File: src/autorange_pkg.sv
package autorange_pkg;
    // register byte offsets
    localparam logic [7:0] CTRL_OFFSET = 8'h00;
    localparam logic [7:0] STATUS_OFFSET = 8'h04;
    // control field positions
    localparam int MODE_LSB = 0;
    localparam int AUTO_BIT = 2;
    localparam int IN_SW_LSB = 4;
    localparam int DIST_SW_LSB = 8;
    // status field positions
    localparam int ST_IN_LSB = 0;
    localparam int ST_DIST_LSB = 4;
    localparam int ST_OVER_BIT = 8;
    localparam int ST_UNDER_BIT = 9;
    localparam int ST_SUM_LSB = 12;
    // reset values
    localparam logic [31:0] CTRL_RESET = 32'h0000_0004;
    localparam logic [3:0] IN_COUNT_RESET = 4'h0;
    localparam logic [2:0] DIST_COUNT_RESET = 3'h0;
    // documented counter widths and ranges
    localparam int IN_WIDTH = 4;
    localparam int DIST_WIDTH = 3;
    localparam int SW_WIDTH = 3;
    localparam int SUM_WIDTH = 5;
    localparam logic [3:0] IN_MAX = 4'h9;
    localparam logic [2:0] DIST_MAX = 3'h7;
    // combined gain thresholds for the unit annunciators
    localparam logic [4:0] MV_FROM = 5'h03;
    localparam logic [4:0] UV_FROM = 5'h06;
    // readback wait
    localparam int APB_WAIT = 1;

    typedef enum logic [1:0]
    {
        MODE_LEVEL_V = 2'b00,
        MODE_LEVEL_DB = 2'b01,
        MODE_DIST_PCT = 2'b10,
        MODE_DIST_DB = 2'b11
    } mode_t;
endpackage : autorange_pkg

File: src/range_if.sv
interface range_if #(parameter int WIDTH = 4);
    logic over;
    logic under;
    logic load;
    logic [WIDTH-1:0] preset;
    logic [WIDTH-1:0] count;
    logic at_min;
    logic at_max;
    logic over_ind;
    logic under_ind;

    modport ctl (output over, under, load, preset,
        input count, at_min, at_max, over_ind, under_ind);
    modport ctr (input over, under, load, preset,
        output count, at_min, at_max, over_ind, under_ind);
endinterface : range_if

File: src/range_counter.sv
module range_counter
    import autorange_pkg::*;
#(
    parameter int WIDTH = 4,
    parameter logic [WIDTH-1:0] MAX = '1,
    parameter logic [WIDTH-1:0] RESET_COUNT = '0
)
(
    input wire logic pclk,
    input wire logic presetn,
    input wire logic ce,
    range_if.ctr r
);
    logic over_q;
    logic under_q;
    logic [WIDTH-1:0] count;

    // comparator pulses: rising edges step the counter
    wire over_step = r.over && !over_q;
    wire under_step = r.under && !under_q;
    wire at_min = (count == '0);
    wire at_max = (count == MAX);
    // active-low enable from the limit gating
    // over wins when both trip at once, so no wrap at the least sensitive end
    wire count_en_n = over_step ? at_min : !(under_step && !at_max);
    wire [WIDTH-1:0] next_count = over_step ? count - 1'b1 : count + 1'b1;

    // edge memory
    always_ff @(posedge pclk or negedge presetn)
    begin
        if (!presetn)
        begin
            over_q <= 1'b0;
            under_q <= 1'b0;
        end
        else if (ce)
        begin
            over_q <= r.over;
            under_q <= r.under;
        end
    end

    // preset load in manual, steps in auto
    always_ff @(posedge pclk or negedge presetn)
    begin
        if (!presetn)
            count <= RESET_COUNT;
        else if (ce)
        begin
            if (r.load)
                count <= (r.preset > MAX) ? MAX : r.preset;
            else if (!count_en_n)
                count <= next_count;
        end
    end

    assign r.count = count;
    assign r.at_min = at_min;
    assign r.at_max = at_max;
    // limit gating outputs; over and under both suppressed in least sensitive range
    assign r.over_ind = r.over && !at_min;
    assign r.under_ind = r.under && !at_min;
endmodule : range_counter

File: src/apb_regs.sv
module apb_regs
    import autorange_pkg::*;
(
    input wire logic pclk,
    input wire logic presetn,
    input wire logic ce,
    input wire logic psel,
    input wire logic penable,
    input wire logic pwrite,
    input wire logic [7:0] paddr,
    input wire logic [31:0] pwdata,
    input wire logic [31:0] status,
    output logic [31:0] ctrl,
    output logic [31:0] prdata,
    output logic pready,
    output logic pslverr
);
    // decode
    wire access = psel && penable && !pready;
    wire hit_ctrl = (paddr == CTRL_OFFSET);
    wire hit_status = (paddr == STATUS_OFFSET);
    wire mapped = hit_ctrl || hit_status;
    wire [31:0] read_word = hit_ctrl ? ctrl : (hit_status ? status : 32'h0000_0000);

    // one wait state, answer registered
    always_ff @(posedge pclk or negedge presetn)
    begin
        if (!presetn)
        begin
            pready <= 1'b0;
            pslverr <= 1'b0;
            prdata <= 32'h0000_0000;
        end
        else if (ce)
        begin
            pready <= access;
            pslverr <= access && !mapped;
            prdata <= (access && !pwrite) ? read_word : 32'h0000_0000;
        end
    end

    // control register write, committed with the answer
    always_ff @(posedge pclk or negedge presetn)
    begin
        if (!presetn)
            ctrl <= CTRL_RESET;
        else if (ce && access && pwrite && hit_ctrl)
            ctrl <= pwdata & 32'h0000_0777;
    end
endmodule : apb_regs

File: src/autorange_gain_logic.sv
// Operation
// manual: input counter loads range switches
// auto: input counter steps from comparators
// input count decoded to decimal lines
// over-range counts down, less sensitive
// count only when active-low enable asserted
// under-range counts up, more sensitive
// active-high indicators, under suppressed at least
// level mode: indicators follow distortion stage too
// odd 10 dB step to amplifier, adder
// distortion gain autoranged the same way
// distortion source: level switch or distortion switches
// distortion count decoded three-to-eight
// adder sums input and distortion gains; code adds only dist_count[1:0] to in_count
// one of uV, mV, V lit
// decimal point: sum in volts, distortion gain
// dB modes: fixed decimal point lit
// offset source: sum in level, distortion
module autorange_gain_logic
    import autorange_pkg::*;
(
    input wire logic pclk,
    input wire logic presetn,
    input wire logic ce,
    input wire logic psel,
    input wire logic penable,
    input wire logic pwrite,
    input wire logic [7:0] paddr,
    input wire logic [31:0] pwdata,
    output logic [31:0] prdata,
    output logic pready,
    output logic pslverr,
    input wire logic in_over,
    input wire logic in_under,
    input wire logic dist_over,
    input wire logic dist_under,
    output logic [9:0] input_gain_lines,
    output logic [7:0] distortion_gain_lines,
    output logic odd_step,
    output logic over_led,
    output logic under_led,
    output logic uv_led,
    output logic mv_led,
    output logic v_led,
    output logic [2:0] decimal_points,
    output logic db_decimal_point,
    output logic [3:0] offset_select
);
    logic [31:0] ctrl;
    logic [31:0] status;

    range_if #(.WIDTH(IN_WIDTH)) in_r ();
    range_if #(.WIDTH(DIST_WIDTH)) dist_r ();

    // register file
    apb_regs regs
    (
        .pclk(pclk),
        .presetn(presetn),
        .ce(ce),
        .psel(psel),
        .penable(penable),
        .pwrite(pwrite),
        .paddr(paddr),
        .pwdata(pwdata),
        .status(status),
        .ctrl(ctrl),
        .prdata(prdata),
        .pready(pready),
        .pslverr(pslverr)
    );

    // control fields
    wire mode_t mode = mode_t'(ctrl[MODE_LSB +: 2]);
    wire auto_range = ctrl[AUTO_BIT];
    wire [SW_WIDTH-1:0] input_range_switch = ctrl[IN_SW_LSB +: SW_WIDTH];
    wire [SW_WIDTH-1:0] dist_range_switch = ctrl[DIST_SW_LSB +: SW_WIDTH];
    wire level_mode = !mode[1];
    wire db_mode = mode[0];

    // input stage counter hookup
    assign in_r.over = in_over;
    assign in_r.under = in_under;
    assign in_r.load = !auto_range;
    assign in_r.preset = {1'b0, input_range_switch};

    range_counter #(.WIDTH(IN_WIDTH), .MAX(IN_MAX), .RESET_COUNT(IN_COUNT_RESET))
        input_gain_counter
    (
        .pclk(pclk),
        .presetn(presetn),
        .ce(ce),
        .r(in_r)
    );

    // distortion gain source selector
    wire [SW_WIDTH-1:0] dist_source = level_mode ? input_range_switch : dist_range_switch;
    assign dist_r.over = dist_over;
    assign dist_r.under = dist_under;
    assign dist_r.load = !auto_range;
    assign dist_r.preset = dist_source;

    range_counter #(.WIDTH(DIST_WIDTH), .MAX(DIST_MAX), .RESET_COUNT(DIST_COUNT_RESET))
        distortion_gain_counter
    (
        .pclk(pclk),
        .presetn(presetn),
        .ce(ce),
        .r(dist_r)
    );

    // decoders
    wire [IN_WIDTH-1:0] in_count = in_r.count;
    wire [DIST_WIDTH-1:0] dist_count = dist_r.count;
    wire [9:0] next_input_lines;
    wire [7:0] next_dist_lines;
    genvar i;
    generate
        for (i = 0; i < 10; i++)
        begin : g_in_dec
            assign next_input_lines[i] = (in_count == 4'(i));
        end
        for (i = 0; i < 8; i++)
        begin : g_dist_dec
            assign next_dist_lines[i] = (dist_count == 3'(i));
        end
    endgenerate

    // odd step and gain sum
    wire next_odd_step = in_count[0];
    wire [SUM_WIDTH-1:0] gain_sum = SUM_WIDTH'(in_count) + SUM_WIDTH'(dist_count[1:0]);

    // unit annunciators, exactly one lit
    wire next_uv = (gain_sum >= UV_FROM);
    wire next_mv = (gain_sum >= MV_FROM) && !next_uv;
    wire next_v = (gain_sum < MV_FROM);

    // decimal point position from sum or distortion gain
    wire [4:0] sum_mod = gain_sum % 5'h03;
    wire [2:0] dist_mod = dist_count % 3'h3;
    wire [1:0] dp_pos = level_mode ? sum_mod[1:0] : dist_mod[1:0];
    wire [2:0] next_dp = db_mode ? 3'h0 : (3'h1 << dp_pos);

    // range indicators, level mode adds distortion stage
    wire next_over = in_r.over_ind || (level_mode && dist_r.over_ind);
    wire next_under = in_r.under_ind || (level_mode && dist_r.under_ind);

    // offset generator source
    wire [3:0] next_offset = level_mode ? gain_sum[3:0] : {1'b0, dist_count};

    assign status = {15'h0000, gain_sum, 2'h0, next_under, next_over, 1'h0,
        dist_count, in_count};

    // registered outputs
    always_ff @(posedge pclk or negedge presetn)
    begin
        if (!presetn)
        begin
            input_gain_lines <= 10'h001;
            distortion_gain_lines <= 8'h01;
            odd_step <= 1'b0;
            over_led <= 1'b0;
            under_led <= 1'b0;
            uv_led <= 1'b0;
            mv_led <= 1'b0;
            v_led <= 1'b1;
            decimal_points <= 3'h1; // matches decoded sum 0 in volts mode
            db_decimal_point <= 1'b0;
            offset_select <= 4'h0;
        end
        else if (ce)
        begin
            input_gain_lines <= next_input_lines;
            distortion_gain_lines <= next_dist_lines;
            odd_step <= next_odd_step;
            over_led <= next_over;
            under_led <= next_under;
            uv_led <= next_uv;
            mv_led <= next_mv;
            v_led <= next_v;
            decimal_points <= next_dp;
            db_decimal_point <= db_mode;
            offset_select <= next_offset;
        end
    end
endmodule : autorange_gain_logic

File: config.mk
export PLATFORM = sky130hd
export DESIGN_NAME = autorange_gain_logic
export DESIGN_NICKNAME = d
export VERILOG_FILES = /design/src/autorange_pkg.sv /design/src/range_if.sv /design/src/range_counter.sv /design/src/apb_regs.sv /design/src/autorange_gain_logic.sv
export SDC_FILE = /design/constraint.sdc
export NUM_CORES = 1
export LEC_CHECK = 0
export BUFFER_PORTS_ARGS = -buffer_cell sky130_fd_sc_hd__buf_2
export CORE_AREA = 5 5 88 90
export DETAILED_ROUTE_END_ITERATION = 8
export DIE_AREA = 0 0 93 95
export PLACE_DENSITY_LB_ADDON = 0.05
export SLEW_MARGIN = 20
export SYNTH_ARGS = -nofsm -noshare
export SYNTH_HDL_FRONTEND = slang
export SYNTH_SLANG_ARGS = --single-unit
File: constraint.sdc
create_clock -name pclk -period 11.4 [get_ports pclk]
set_input_delay 1.71 -clock pclk [delete_from_list [all_inputs] [get_ports pclk]]
set_output_delay 1.71 -clock pclk [all_outputs]
set_load 0.02 [all_outputs]
## After elaboration in Yosys (flattened, before gate mapping)

Index checks and enable logic that the tools add are counted.

| storage, ports and cells | value |
|---|---|
| output and inout bits | 66 |
| input bits | 50 |
| logic and storage cells | 113 |
| register bits after elaboration | 86 |

| operators by class | value |
|---|---|
| divide/modulo/power cells | 2 |
| muxes and demuxes | 17 |
| $lt $le $gt $ge | 5 |
| add/subtract/negate cells | 5 |
| reductions and logical operators | 43 |
| shift-type cells | 1 |
| equal/unequal tests | 19 |

Operators by type and width:

| operator | number |
|---|---|
| $mux W32 | 2 |
| $logic_and A1 B1 Y1 | 20 |
| $mux W4 | 5 |
| $mux W3 | 6 |
| $mux W17 | 1 |
| $eq A4 B3 Y1 const B | 4 |
| $logic_not A1 Y1 | 15 |
| $eq A3 B3 Y1 const B | 4 |
| $eq A4 B2 Y1 const B | 2 |
| $eq A4 B4 Y1 const B | 2 |
| $eq A8 B3 Y1 const B | 1 |
| $logic_not A8 Y1 | 1 |
| $eq A3 B2 Y1 const B | 2 |
| $add A4 B2 Y5 | 1 |
| $ge A5 B2 Y1 const B | 1 |
| $ge A5 B3 Y1 const B | 1 |
| $lt A5 B2 Y1 const B | 1 |
| $mod A5 B2 Y5 const B | 1 |
| $add A4 B1 Y4 const B | 1 |
| $eq A4 B1 Y1 const B | 1 |
| $gt A3 B4 Y1 const B | 1 |
| $logic_not A4 Y1 | 1 |
| $ne A2 B2 Y1 const B | 2 |
| $reduce_and A2 Y1 | 2 |
| 11 further kinds | 14 |

## Logic depth before layout (Yosys ltp)

Gate-level depths: netlist (run 1).

| depth | value |
|---|---|
| depth after elaboration | 8 |
| gate-level depth with buffers | 16 |
| gate-level depth less buffers | 16 |

## Modules after synthesis

A second synthesis (run 1) with hierarchy kept.

| unflattened totals | value |
|---|---|
| cells, all modules | 467 |
| area, all modules | 4,788.3 sq um |

Modules (own cells, without submodules):

| module | sequential area each (sq um) | cells each | area each (sq um) | instances |
|---|---|---|---|---|
| apb_regs | 1,077.3 | 190 | 2,067.0 | 1 |
| autorange_gain_logic | 805.8 | 197 | 1,939.4 | 1 |
| range_counter (input_gain_counter) | 150.1 | 45 | 445.4 | 1 |
| range_counter (distortion_gain_counter) | 125.1 | 35 | 336.6 | 1 |

## Least setup slack after synthesis (run 1)

No wires, ideal clock.

| timing | value |
|---|---|
| kind | register to register |
| from | reg input_gain_counter.count[0] (netlist: input_gain_counter.r.count[0]) |
| to | reg decimal_points[0] |
| stages on the path, launching flop included | 14 |
| slack | 7.654 ns |
| required time | 11.315 ns |
| library setup time | 0.085 ns |
| arrival | 3.661 ns |
| clock period less this slack | 3.746 ns |
| path buffers | 0 |
| path through | dfrtp_1 -> ha_1 -> fa_1 -> and4b_1 -> ha_1 -> o41ai_4 -> nand3_1 -> o21ai_0 -> ha_1 -> nor2_1 -> nor4bb_1 -> a2111oi_2 -> nor3_1 -> mux2_1 |

| on the way | value |
|---|---|
| word-level cells in the longest chain between the ends | 5 |

Ends and longest elaborated chain:

| what | line | source |
|---|---|---|
| from (decl) | range_counter.sv:16 | `logic [WIDTH-1:0] count;` |
| from (signal assigned) | range_counter.sv:51 | `count <= (r.preset > MAX) ? MAX : r.preset;` |
| from (signal assigned) | range_counter.sv:53 | `count <= next_count;` |
| $add A4 B2 Y5 | autorange_gain_logic.sv:131 | `wire [SUM_WIDTH-1:0] gain_sum = SUM_WIDTH'(in_count) + SUM_WIDTH'(dist_count[1:0]);` |
| $mod A5 B2 Y5 | autorange_gain_logic.sv:139 | `wire [4:0] sum_mod = gain_sum % 5'h03;` |
| $mux W2 | autorange_gain_logic.sv:141 | `wire [1:0] dp_pos = level_mode ? sum_mod[1:0] : dist_mod[1:0];` |
| $shl A1 B2 Y3 | autorange_gain_logic.sv:142 | `wire [2:0] next_dp = db_mode ? 3'h0 : (3'h1 << dp_pos);` |
| $mux W3 | autorange_gain_logic.sv:142 |  |
| to (signal assigned) | autorange_gain_logic.sv:181 | `decimal_points <= next_dp;` |
| to (decl) | autorange_gain_logic.sv:45 | `output logic [2:0] decimal_points,` |

No other way between the ends.
A chain may end at the register's enable or synchronous reset.

## Worst setup path after layout (run 1)

Same ends and word-level chain as after synthesis.

==> run_results.csv, run 1 <==
group,metric,value,unit
job,maxCapViolCount,0,
placement,hpwl,5750,um
final_layout,area_delta_synth_final,15.1,%
worst_setup_path,r2r_slack,7.27,ns
sta,slew_violations,0,
placement,routabilityCongestion,0.776,
synth,ys.flop_type,"dfrtp_1",
sta,finalWorstSetupSlack,7.27,ns
worst_setup_path,endpoint_kind,"flop",
worst_setup_path,r2r.worst_path.cells,13,
final_layout,postLayoutCellArea,0.00425,mm^2
global_routing,grt_pass1_wl,13100,um
synth,synth_cell_type_count,61,
global_routing,antenna_found_initial,0,
worst_setup_path,timing.rr.end,"decimal_points[0]",
synth,synth.area.mux_share,0.0895,
synth,syn_area,0.00369,mm^2
sta,maxSlewHeadroom,0.330,
final_layout,drive_above_1_share,0.298,
sta,tns,0,ns
routing,drc,0,
worst_setup_path,cpPeakStageDelay,0.49,ns
synth,async_flop_share,1.00,
worst_setup_path,critPathMaxFanout,8,
pwr,max-vdd-ir-drop,0.0827,mV
cts,clock_latency,0.35,ns
sta,skew,0.00681,ns
routing,wire_per_inst,16.1,um
worst_setup_path,crit_chain,"ha_1 -> fa_1 -> and4b_1 -> ha_1 -> o41ai_4 -> nand3_1 -> o21ai_0 -> ha_1 -> nor2_1 -> nor4bb_1 -> a2111oi_2 -> nor3_1 -> mux2_1",
cts,clk_pin_slew,0.08,ns
worst_setup_path,r2r_start,"input_gain_counter.r.count[0]",
routing,wl,8150,um
synth,synth.largest_area_cell,"dfrtp_1",
die,initial_core_util,0.529,
die,rows,31,
synth,synth_top_area_frac,0.434,
placement,post_dp_cell_area,0.00405,mm^2
die,die_y,95,um
die,fp.dieArea,0.00884,mm^2
sta,fmax,0.242,GHz
worst_setup_path,cp_data_required_time,11.68,ns
cts,cts_tree,"yes",
sta,setup_viol,0,
final_layout,nets,485,
synth,synth_most_common_cell,"dfrtp_1",
synth,synth_seq_cells,69,
placement,portBuffers,75,
die,pin_count,116,
global_routing,grt_overflow,0,
pwr,power.leakage,0.00211,uW
worst_setup_path,arrival,4.41,ns
synth,synth-edff-count,0,
worst_setup_path,cp-endpoint,"decimal_points[0]",
routing,drt_iter0_drc,130,
synth,syn_inst,347,
synth,ys_warn_count,0,
worst_setup_path,path_class,"flop to flop",
routing,postRouteAntennaNets,0,
worst_setup_path,crit_top_cell,"ha_1",
synth,synth_fa_ha_area_frac,0.0597,
worst_setup_path,slowest_stage,"o41ai_4",
worst_setup_path,crit_start,"input_gain_counter.r.count[0]",
cts,cts_inserted_buffers,9,
pwr,cellPowerDensity,127,mW/mm^2
synth,synthSimpleGateAreaFrac,0.124,
sta,period_needed,4.13,ns
final_layout,antenna_cells,0,
routing,vias,2738,
cts,htree_levels,3,
outcome,status,"completed",
cts,cts_sinks,69,
global_routing,grt_max_degree,70,
cts,max-clock-path-buffers,2,
min_path,worstHoldStart,"input_gain_lines[9]",
die,core-area,0.00698,mm^2
cts,cts_hold_buf,0,
synth,synth_xor_area_frac,0.0166,
sta,final_hold_viol_count,0,
synth,yosys-top-cells-area,"dfrtp_1 (43%), mux2_2 (6.4%), ha_1 (5.4%)",
synth,synth.avg_cell_area,10.6,um^2
cts,post_cts_buffers,0,
synth,synth_top_family_by_area,"compound AO/OA/AOI/OAI gates",
global_routing,first_global_vias,2679,
sta,period_share,0.362,
die,die_x,93,um
sta,rsz0062_at_grt,"false",
synth,synth_compound_area_frac,0.165,
routing,routed_via_density,5.42,
routing,dr.pass1.iters,4,
synth,ys_top_cells_by_count,"dfrtp_1 (64), nand2_1 (33), mux2_2 (21)",
min_path,hp-class,"flop to flop",
global_routing,track_usage,0.193,
placement,place_ws,7.29,ns
synth,synth_seq_area_share,0.469,
cts,cts_resized,0,
worst_setup_path,start_kind,"flop",
sta,tightest_slew,0.997,ns
cts,clockRootBuffer,"clkbuf_8",
-- layer usage --
layer,global-route usage,wire length [um],part of all wire,up-vias
met3,0.0414,306,0.038,10
met2,0.313,3930,0.48,54
met5,0,0,0,-
met1,0.250,3780,0.46,1319
li1,-,-,-,1355
met4,0.0830,138,0.017,0
-- cell type report --
type | instances | area, um^2
clock inverter | 5 | 58.8
sequential | 69 | 1730
clock buffer | 11 | 141
fill | 645 | 2740
inverter | 18 | 67.6
multi-input combinational | 242 | 1750
tap | 82 | 103
timing repair buffer | 78 | 398
-- worst max-delay path, delay by kind of cell, from the launching register on --
family | cells | cell delay, ns
adders and majority gates | 4 | 1.33
and+or+nand+nor | 5 | 1.19
AOI/OAI and AO/OA | 3 | 0.70
DFF | 1 | 0.48
muxes | 1 | 0.36
-- where the power goes --
group          total [uW]  leakage (uW)  switching (uW)  internal (uW)
logic                72.5       0.00110            46.8           25.7
registers             264      0.000915            7.82            256
clock network         204     0.0000959            96.3            107
-- state kept, by name, indices dropped and copies added, names as in the netlist --
signal                           cells
db_decimal_point                     1
odd_step                             1
regs.pready                          1
regs.prdata                         15
v_led                                1
offset_select                        4
over_led                             1
regs.ctrl                            9
input_gain_counter.over_q            1
input_gain_counter.under_q           1
distortion_gain_counter.under_q      1
decimal_points                       3
input_gain_counter.r.count           4
mv_led                               1
input_gain_lines                    10
under_led                            1
uv_led                               1
distortion_gain_counter.r.count      3
distortion_gain_lines                8
regs.pslverr                         1
distortion_gain_counter.over_q       1
-- how the worst min path moves through the flow --
stage | endpoint | slack (ns) | cells after the start
after detailed placement | input_gain_lines[9] | 0.47 | 2
after global routing | input_gain_lines[9] | 0.50 | 2
after CTS | input_gain_lines[9] | 0.49 | 2
after floorplan | input_gain_counter.under_q | 0.47 | 1
final | input_gain_lines[9] | 0.48 | 2
after global placement | input_gain_lines[9] | 0.46 | 2
-- cells by family (layout without fill, tap and decap cells) --
logic type | count (synthesis) | in the layout
flip-flops | 69 | 69
buffers and inverters | 52 | 112
AO/OA/AOI/OAI | 79 | 79
AND/OR/NAND/NOR | 92 | 92
XOR/XNOR | 7 | 7
multiplexers | 30 | 30
adder cells (fa/ha/maj) | 17 | 17
other | 1 | 17
-- stage by stage --
stage	cells	hold WS (ns)	total power [uW]	utilization
floorplan	363	0.471	321	-
global placement	489	0.462	341	0.580
detailed placement	489	0.468	342	0.580
CTS	505	0.486	546	0.608
global route	505	0.501	565	0.608
finish	505	0.479	540	0.608
-- cell usage in the layout (no fill, tap or decap), drive strengths merged, types with 2 or more instances in the layout --
cell type	count
nor3b	2
o21ai	18
nand2	33
nor2	17
o41ai	3
conb	17
xor2	3
mux2	24
nand2b	6
clkbuf	11
o21a	2
xnor2	4
clkinvlp	2
nor4bb	2
nor3	4
and3	2
ha	16
o2bb2ai	10
or4	2
a21oi	9
o221ai	5
o211ai	4
nand4	2
nor4	2
buf	78
a22o	7
dfstp	5
dfrtp	64
a31oi	2
nor2b	6
inv	19
nand3	7
a32o	2
a31o	2
a22oi	3
a221o	3
mux2i	6
Note: power is estimated with default switching activity, not from simulation.
==> run 2: changes to the inputs <==
- ABC_AREA: default -> 1
- CORE_AREA: 5 5 88 90 -> 5 5 92 94
- DIE_AREA: 0 0 93 95 -> 0 0 97 99
- clock period: 11.4 -> 3.9 ns (I/O delays scaled with it)
==> run 2 against run 1 <==
Die area grew 8.7%. Design area grew 1.9%. Sequential share of layout area shrank 0.77 points. Sequential cell count is the same. First-iteration DRC count grew 52%. Total power grew to 4.8 times the previous value. Fmax grew 28%. Count of clock-buffer cells in the layout grew 1. Synthesized cell count grew 28%. Critical path depth grew 11. Critical path type unchanged. Critical endpoint is now decimal_points[2].
==> run_results.csv, run 2 <==
group,metric,value,unit
outcome,status,"completed",
worst_setup_path,critPathMaxFanout,5,
cts,clk_pin_slew,0.08,ns
global_routing,track_usage,0.200,
final_layout,layout_common_cells,"nand2_1 (111), buf_2 (75), dfrtp_1 (64), o21ai_0 (50), inv_1 (45)",
routing,wire_per_inst,14.1,um
die,die_x,97,um
sta,slew_violations,0,
synth,synth.avg_cell_area,8.37,um^2
routing,drt_iter0_drc,197,
sta,final_hold_viol_count,0,
cts,max-clock-path-buffers,2,
sta,tns,0,ns
global_routing,grt_max_degree,39,
die,fp.dieArea,0.00960,mm^2
sta,setup_viol,0,
global_routing,grt_pass1_wl,15600,um
cts,post_cts_buffers,0,
cts,cts_inserted_buffers,9,
cts,htree_levels,3,
sta,period_needed,3.22,ns
cts,cts_sinks,69,
worst_setup_path,cp_data_required_time,4.14,ns
routing,vias,3127,
global_routing,grt_overflow,0,
final_layout,regArea,0.00173,mm^2
placement,portBuffers,75,
pwr,cellPowerDensity,603,mW/mm^2
sta,fin_hold_ws,0.280,ns
synth,synth_seq_cells,69,
synth,syn_area,0.00372,mm^2
final_layout,nets,588,
synth,syn_inst,444,
sta,rsz0062_at_grt,"false",
worst_setup_path,endpoint_kind,"flop",
synth,async_flop_share,1.00,
min_path,hp-class,"input port to async pin",
synth,yosys-top-cells-area,"dfrtp_1 (43%), nand2_1 (11%), o21ai_0 (6.7%)",
synth,synth_cell_type_count,40,
die,core-area,0.00757,mm^2
pwr,power,2610,uW
sta,skew,0.00950,ns
synth,synth.largest_area_cell,"dfrtp_1",
global_routing,first_global_vias,3158,
cts,cts_tree,"yes",
final_layout,multi_input_area,0.00166,mm^2
die,initial_core_util,0.491,
placement,hpwl,6690,um
pwr,power.leakage,0.00231,uW
synth,synth-edff-count,0,
final_layout,final_common_cell,"nand2_1",
worst_setup_path,path_class,"flop to flop",
cts,clockRootBuffer,"clkbuf_8",
sta,maxSlewHeadroom,0.524,
routing,postRouteAntennaNets,0,
job,maxCapViolCount,0,
sta,fmax,0.311,GHz
sta,finalWorstSetupSlack,0.680,ns
worst_setup_path,arrival,3.46,ns
placement,routabilityCongestion,0.866,
global_routing,antenna_found_initial,0,
final_layout,largest_reg_flops,15,
synth,synth_top_area_frac,0.431,
sta,period_share,0.826,
synth,ys_warn_count,0,
final_layout,postLayoutCellArea,0.00433,mm^2
cts,cts_hold_buf,0,
worst_setup_path,start_kind,"flop",
cts,cts_resized,0,
routing,wl,8870,um
synth,synth_most_common_cell,"nand2_1",
final_layout,reg.largest.list,"regs.prdata x15, input_gain_lines x10, regs.ctrl x9",
synth,synth_seq_area_share,0.466,
synth,ys.flop_type,"dfrtp_1",
die,pin_count,116,
synth,ys_top_cells_by_count,"nand2_1 (111), dfrtp_1 (64), o21ai_0 (50)",
routing,dr.pass1.iters,5,
routing,routed_via_density,4.98,
pwr,max-vdd-ir-drop,0.227,mV
final_layout,top_register,"regs.prdata",
placement,post_dp_cell_area,0.00414,mm^2
sta,tightest_slew,0.714,ns
final_layout,drive_above_1_share,0.236,
final_layout,antenna_cells,0,
cts,clock_latency,0.34,ns
final_layout,area_delta_synth_final,16.5,%
die,rows,32,
final_layout,fillCellCount,737,
placement,place_ws,0.685,ns
die,die_y,99,um
routing,drc,0,
worst_setup_path,r2r_slack,0.68,ns
## run 2: cell count changes after synthesis, moves of 8 or more
cell and change:
a21oi_1 +8, a32oi_1 +8, inv_1 +27, mux2_2 -18
nand2_1 +78, nand2_2 +9, nand3_1 +12, o21ai_0 +33
o2bb2ai_1 -10
## run 2: layer usage
layer,track usage,wire length (um)
met5,0,0
met1,0.274,4140
met2,0.319,4090
met4,0.0432,88
met3,0.0552,554
## run 2: kinds of logic after synthesis
| group | share of synthesized area |
|---|---|
| simple gates | 0.208 |
| compound gates | 0.142 |
| buf+inv | 0.102 |
| flops | 0.466 |
| fa+ha+maj | 0.0593 |
| xor+xnor | 0.0115 |
| mux | 0.00909 |
| other cells | 0.00101 |
## run 2: area by class of cell
cell class | count | share of cell area
inverters | 53 | 0.0460
flip-flops and latches | 69 | 0.400
clock buffers | 12 | 0.0335
repair buffers | 80 | 0.0954
clock inverters | 4 | 0.0110
multi-input cells | 308 | 0.384
well taps | 102 | 0.0295
## run 2: power breakdown
part,switching [uW],internal (uW)
registers,125,856
clock network,271,311
logic,690,356
## run 2: worst paths after layout
check                                              startpoint                   to  cells after the start
max                        distortion_gain_counter.r.count[0]    decimal_points[2]                     24
min                                                   presetn  input_gain_lines[1]                      1
max reg2reg                distortion_gain_counter.r.count[0]    decimal_points[2]                     24
min reg2reg                                 decimal_points[0]    decimal_points[0]                      2
max in group asynchronous                             presetn                v_led                      2
min in group pclk                                   pwdata[0]         regs.ctrl[0]                      2
## run 2: critical path, cell delays in order, from the launching register on
cell     delay, ns
dfrtp_1       0.45
ha_1          0.26
fa_1          0.44
nand3_1       0.13
nor2_1        0.10
ha_1          0.23
inv_1         0.13
nand2_2       0.08
nand2_2       0.09
nand2_1       0.06
nand2_1       0.09
nand2_2       0.08
inv_2         0.06
ha_1          0.16
inv_1         0.05
nand3_1       0.07
nand2_1       0.06
nand2_1       0.06
inv_2         0.04
nor2_4        0.12
nand2_2       0.09
nand2_1       0.07
nand2_1       0.07
nand3_1       0.08
nand2_1       0.05
## run 2: stage by stage
| step | std cells | util |
|---|---|---|
| final | 628 | 0.572 |
| after global routing | 628 | 0.572 |
| after CTS | 628 | 0.572 |
| after detailed placement | 612 | 0.546 |
| after global placement | 612 | 0.546 |
| after floorplan | 460 | - |
==> run 3: changes to the inputs <==
- CORE_AREA: 5 5 92 94 -> 5 5 96 98
- DIE_AREA: 0 0 97 99 -> 0 0 101 103
- clock period: 3.9 -> 2.81 ns (I/O delays scaled with it)
==> run 3 against run 2 <==
The run now ends with setup timing left. Combinational power increased by 90%. Critical path type unchanged. Largest power group unchanged. Fmax rose by 11%. Clock power increased by 73%. Critical path depth rose by 1. Via count up 5.1%. First-iteration DRC count decreased by 12%. Count of clock-buffer cells in the layout shrank 2. Wire length is 6.7% higher. Sequential share of layout area down 3.4 points.
==> run_results.csv, run 3 (synthesis gave the netlist of run 2 again) <==
group,metric,value,unit
die,die_y,103,um
worst_setup_path,arrival,3.13,ns
pwr,combPwrFrac,0.462,
cts,htree_levels,3,
global_routing,grt_max_degree,70,
global_routing,grt_pass1_wl,15300,um
final_layout,postLayoutCellArea,0.00473,mm^2
cts,cts_inserted_buffers,9,
outcome,status,"finished with violations",
worst_setup_path,r2r_start,"input_gain_counter.r.count[0]",
pwr,max-vdd-ir-drop,0.306,mV
die,fp.dieArea,0.0104,mm^2
routing,postRouteAntennaNets,0,
worst_setup_path,timing.rr.end,"decimal_points[2]",
final_layout,area_delta_synth_final,27.4,%
final_layout,nets,626,
die,pin_count,116,
pwr,power.leakage,0.00252,uW
worst_setup_path,cpPeakStageDelay,0.42,ns
min_path,hp-class,"input port to async pin",
pwr,power,4330,uW
cts,max-clock-path-buffers,2,
placement,portBuffers,75,
sta,skew,0.0126,ns
sta,period_needed,2.89,ns
final_layout,fillCellCount,798,
sta,fmax,0.346,GHz
placement,hpwl,6940,um
die,rows,34,
pwr,seq_power_share,0.305,
routing,wl,9460,um
sta,tightest_slew,0.884,ns
sta,fin_hold_ws,0.253,ns
die,die_x,101,um
sta,maxSlewHeadroom,0.411,
die,core-area,0.00838,mm^2
sta,period_share,1.03,
placement,routabilityCongestion,0.872,
routing,routed_via_density,4.89,
worst_setup_path,r2r_slack,-0.08,ns
worst_setup_path,crit_top_cell,"nand2_2",
routing,highest_layer,"met4",
routing,wl_met2,4140,um
worst_setup_path,crit_start,"input_gain_counter.r.count[0]",
pwr,p_sw,1660,uW
pwr,cellPowerDensity,915,mW/mm^2
cts,cts_sinks,69,
cts,cts_tree,"yes",
outcome,violations,"setup timing",
sta,slew_violations,0,
routing,dr.pass1.iters,4,
worst_setup_path,cp_data_required_time,3.05,ns
final_layout,drive_above_1_share,0.321,
pwr,switching_share,0.384,
routing,dr_wl_met3,516,um
cts,clockRootBuffer,"clkbuf_8",
sta,final_hold_viol_count,0,
worst_setup_path,start_kind,"flop",
worst_setup_path,path_class,"flop to flop",
final_layout,top_register,"regs.prdata",
cts,clk_pin_slew,0.08,ns
die,initial_core_util,0.443,
sta,setup_viol,3,
global_routing,first_global_vias,3082,
global_routing,antenna_found_initial,0,
job,maxCapViolCount,0,
cts,cts_hold_buf,0,
final_layout,final_common_cell,"nand2_1",
routing,wl_met1,4680,um
final_layout,largest_reg_flops,15,
global_routing,grt_overflow,0,
worst_setup_path,endpoint_kind,"flop",
worst_setup_path,critPathMaxFanout,5,
final_layout,layout_common_cells,"nand2_1 (103), buf_2 (75), dfrtp_1 (64), o21ai_0 (50)",
worst_setup_path,slowest_stage,"fa_2",
sta,rsz0062_at_grt,"true",
pwr,power.internal,2670,uW
sta,finalWorstSetupSlack,-0.0795,ns
worst_setup_path,r2r.worst_path.cells,25,
pwr,clkPwrFrac,0.232,
routing,drc,0,
placement,post_dp_cell_area,0.00433,mm^2
cts,clock_latency,0.35,ns
routing,wire_per_inst,14.1,um
routing,vias,3285,
sta,tns,-0.183,ns
final_layout,reg.largest.list,"regs.prdata x15, input_gain_lines x10, regs.ctrl x9",
final_layout,final_core_util,0.565,
final_layout,antenna_cells,0,
routing,drt_iter0_drc,174,
global_routing,track_usage,0.188,
==> run 3: per-layer routing <==
layer	GRT usage	vias to the layer above
met4	0.0491	0
met1	0.278	1541
met5	0	-
met3	0.0372	14
li1	-	1652
met2	0.284	78
==> run 3: worst max-delay path by stage <==
stage	cells after the start	endpoint	slack, ns
after detailed placement	26	decimal_points[2]	-0.08
final	25	decimal_points[2]	-0.08
after global placement	26	decimal_points[2]	-0.03
after CTS	23	decimal_points[2]	-0.05
after floorplan	25	decimal_points[2]	0.01
after global routing	26	decimal_points[1]	-0.27
==> run 3: power groups by stage <==
| stage | Combinational, uW | Clock, uW | Sequential [uW] |
|---|---|---|---|
| global route | 2260 | 1070 | 1350 |
| detailed placement | 1700 | 0 | 1350 |
| global placement | 1670 | 0 | 1340 |
| finish | 2000 | 1010 | 1320 |
| floorplan | 947 | 0 | 1500 |
| CTS | 1950 | 1030 | 1330 |
==> run 3: critical path, delay by kind of cell (launching register included) <==
family                     cells  cell delay [ns]
and+or+nand+nor               19             1.45
adders and majority gates      3             0.76
DFF                            1             0.39
buffers and inverters          3             0.16
==> run 3: layout make-up <==
cell class | instances | area [um^2] | share of cell area
sequential | 69 | 1730 | 0.366
multi-input combinational | 308 | 1720 | 0.364
timing repair buffer | 118 | 698 | 0.147
inverter | 53 | 199 | 0.0420
clock buffer | 10 | 138 | 0.0291
tap | 108 | 135 | 0.0285
clock inverter | 6 | 110 | 0.0233
==> run 3: through the flow <==
step	setup slack [ns]	cells
3_3_place_gp	-0.0268	640
4_1_cts	-0.0462	669
6_report	-0.0795	672
3_5_place_dp	-0.0842	640
5_1_grt	-0.272	672
2_1_floorplan	0.0127	460
==> run 3: timing repair <==
action,CTS,global route
gates resized for setup,6,7
pin swaps,4,4
setup buffers,13,4
setup endpoints to repair,3,5
endpoints found under the hold margin,0,0
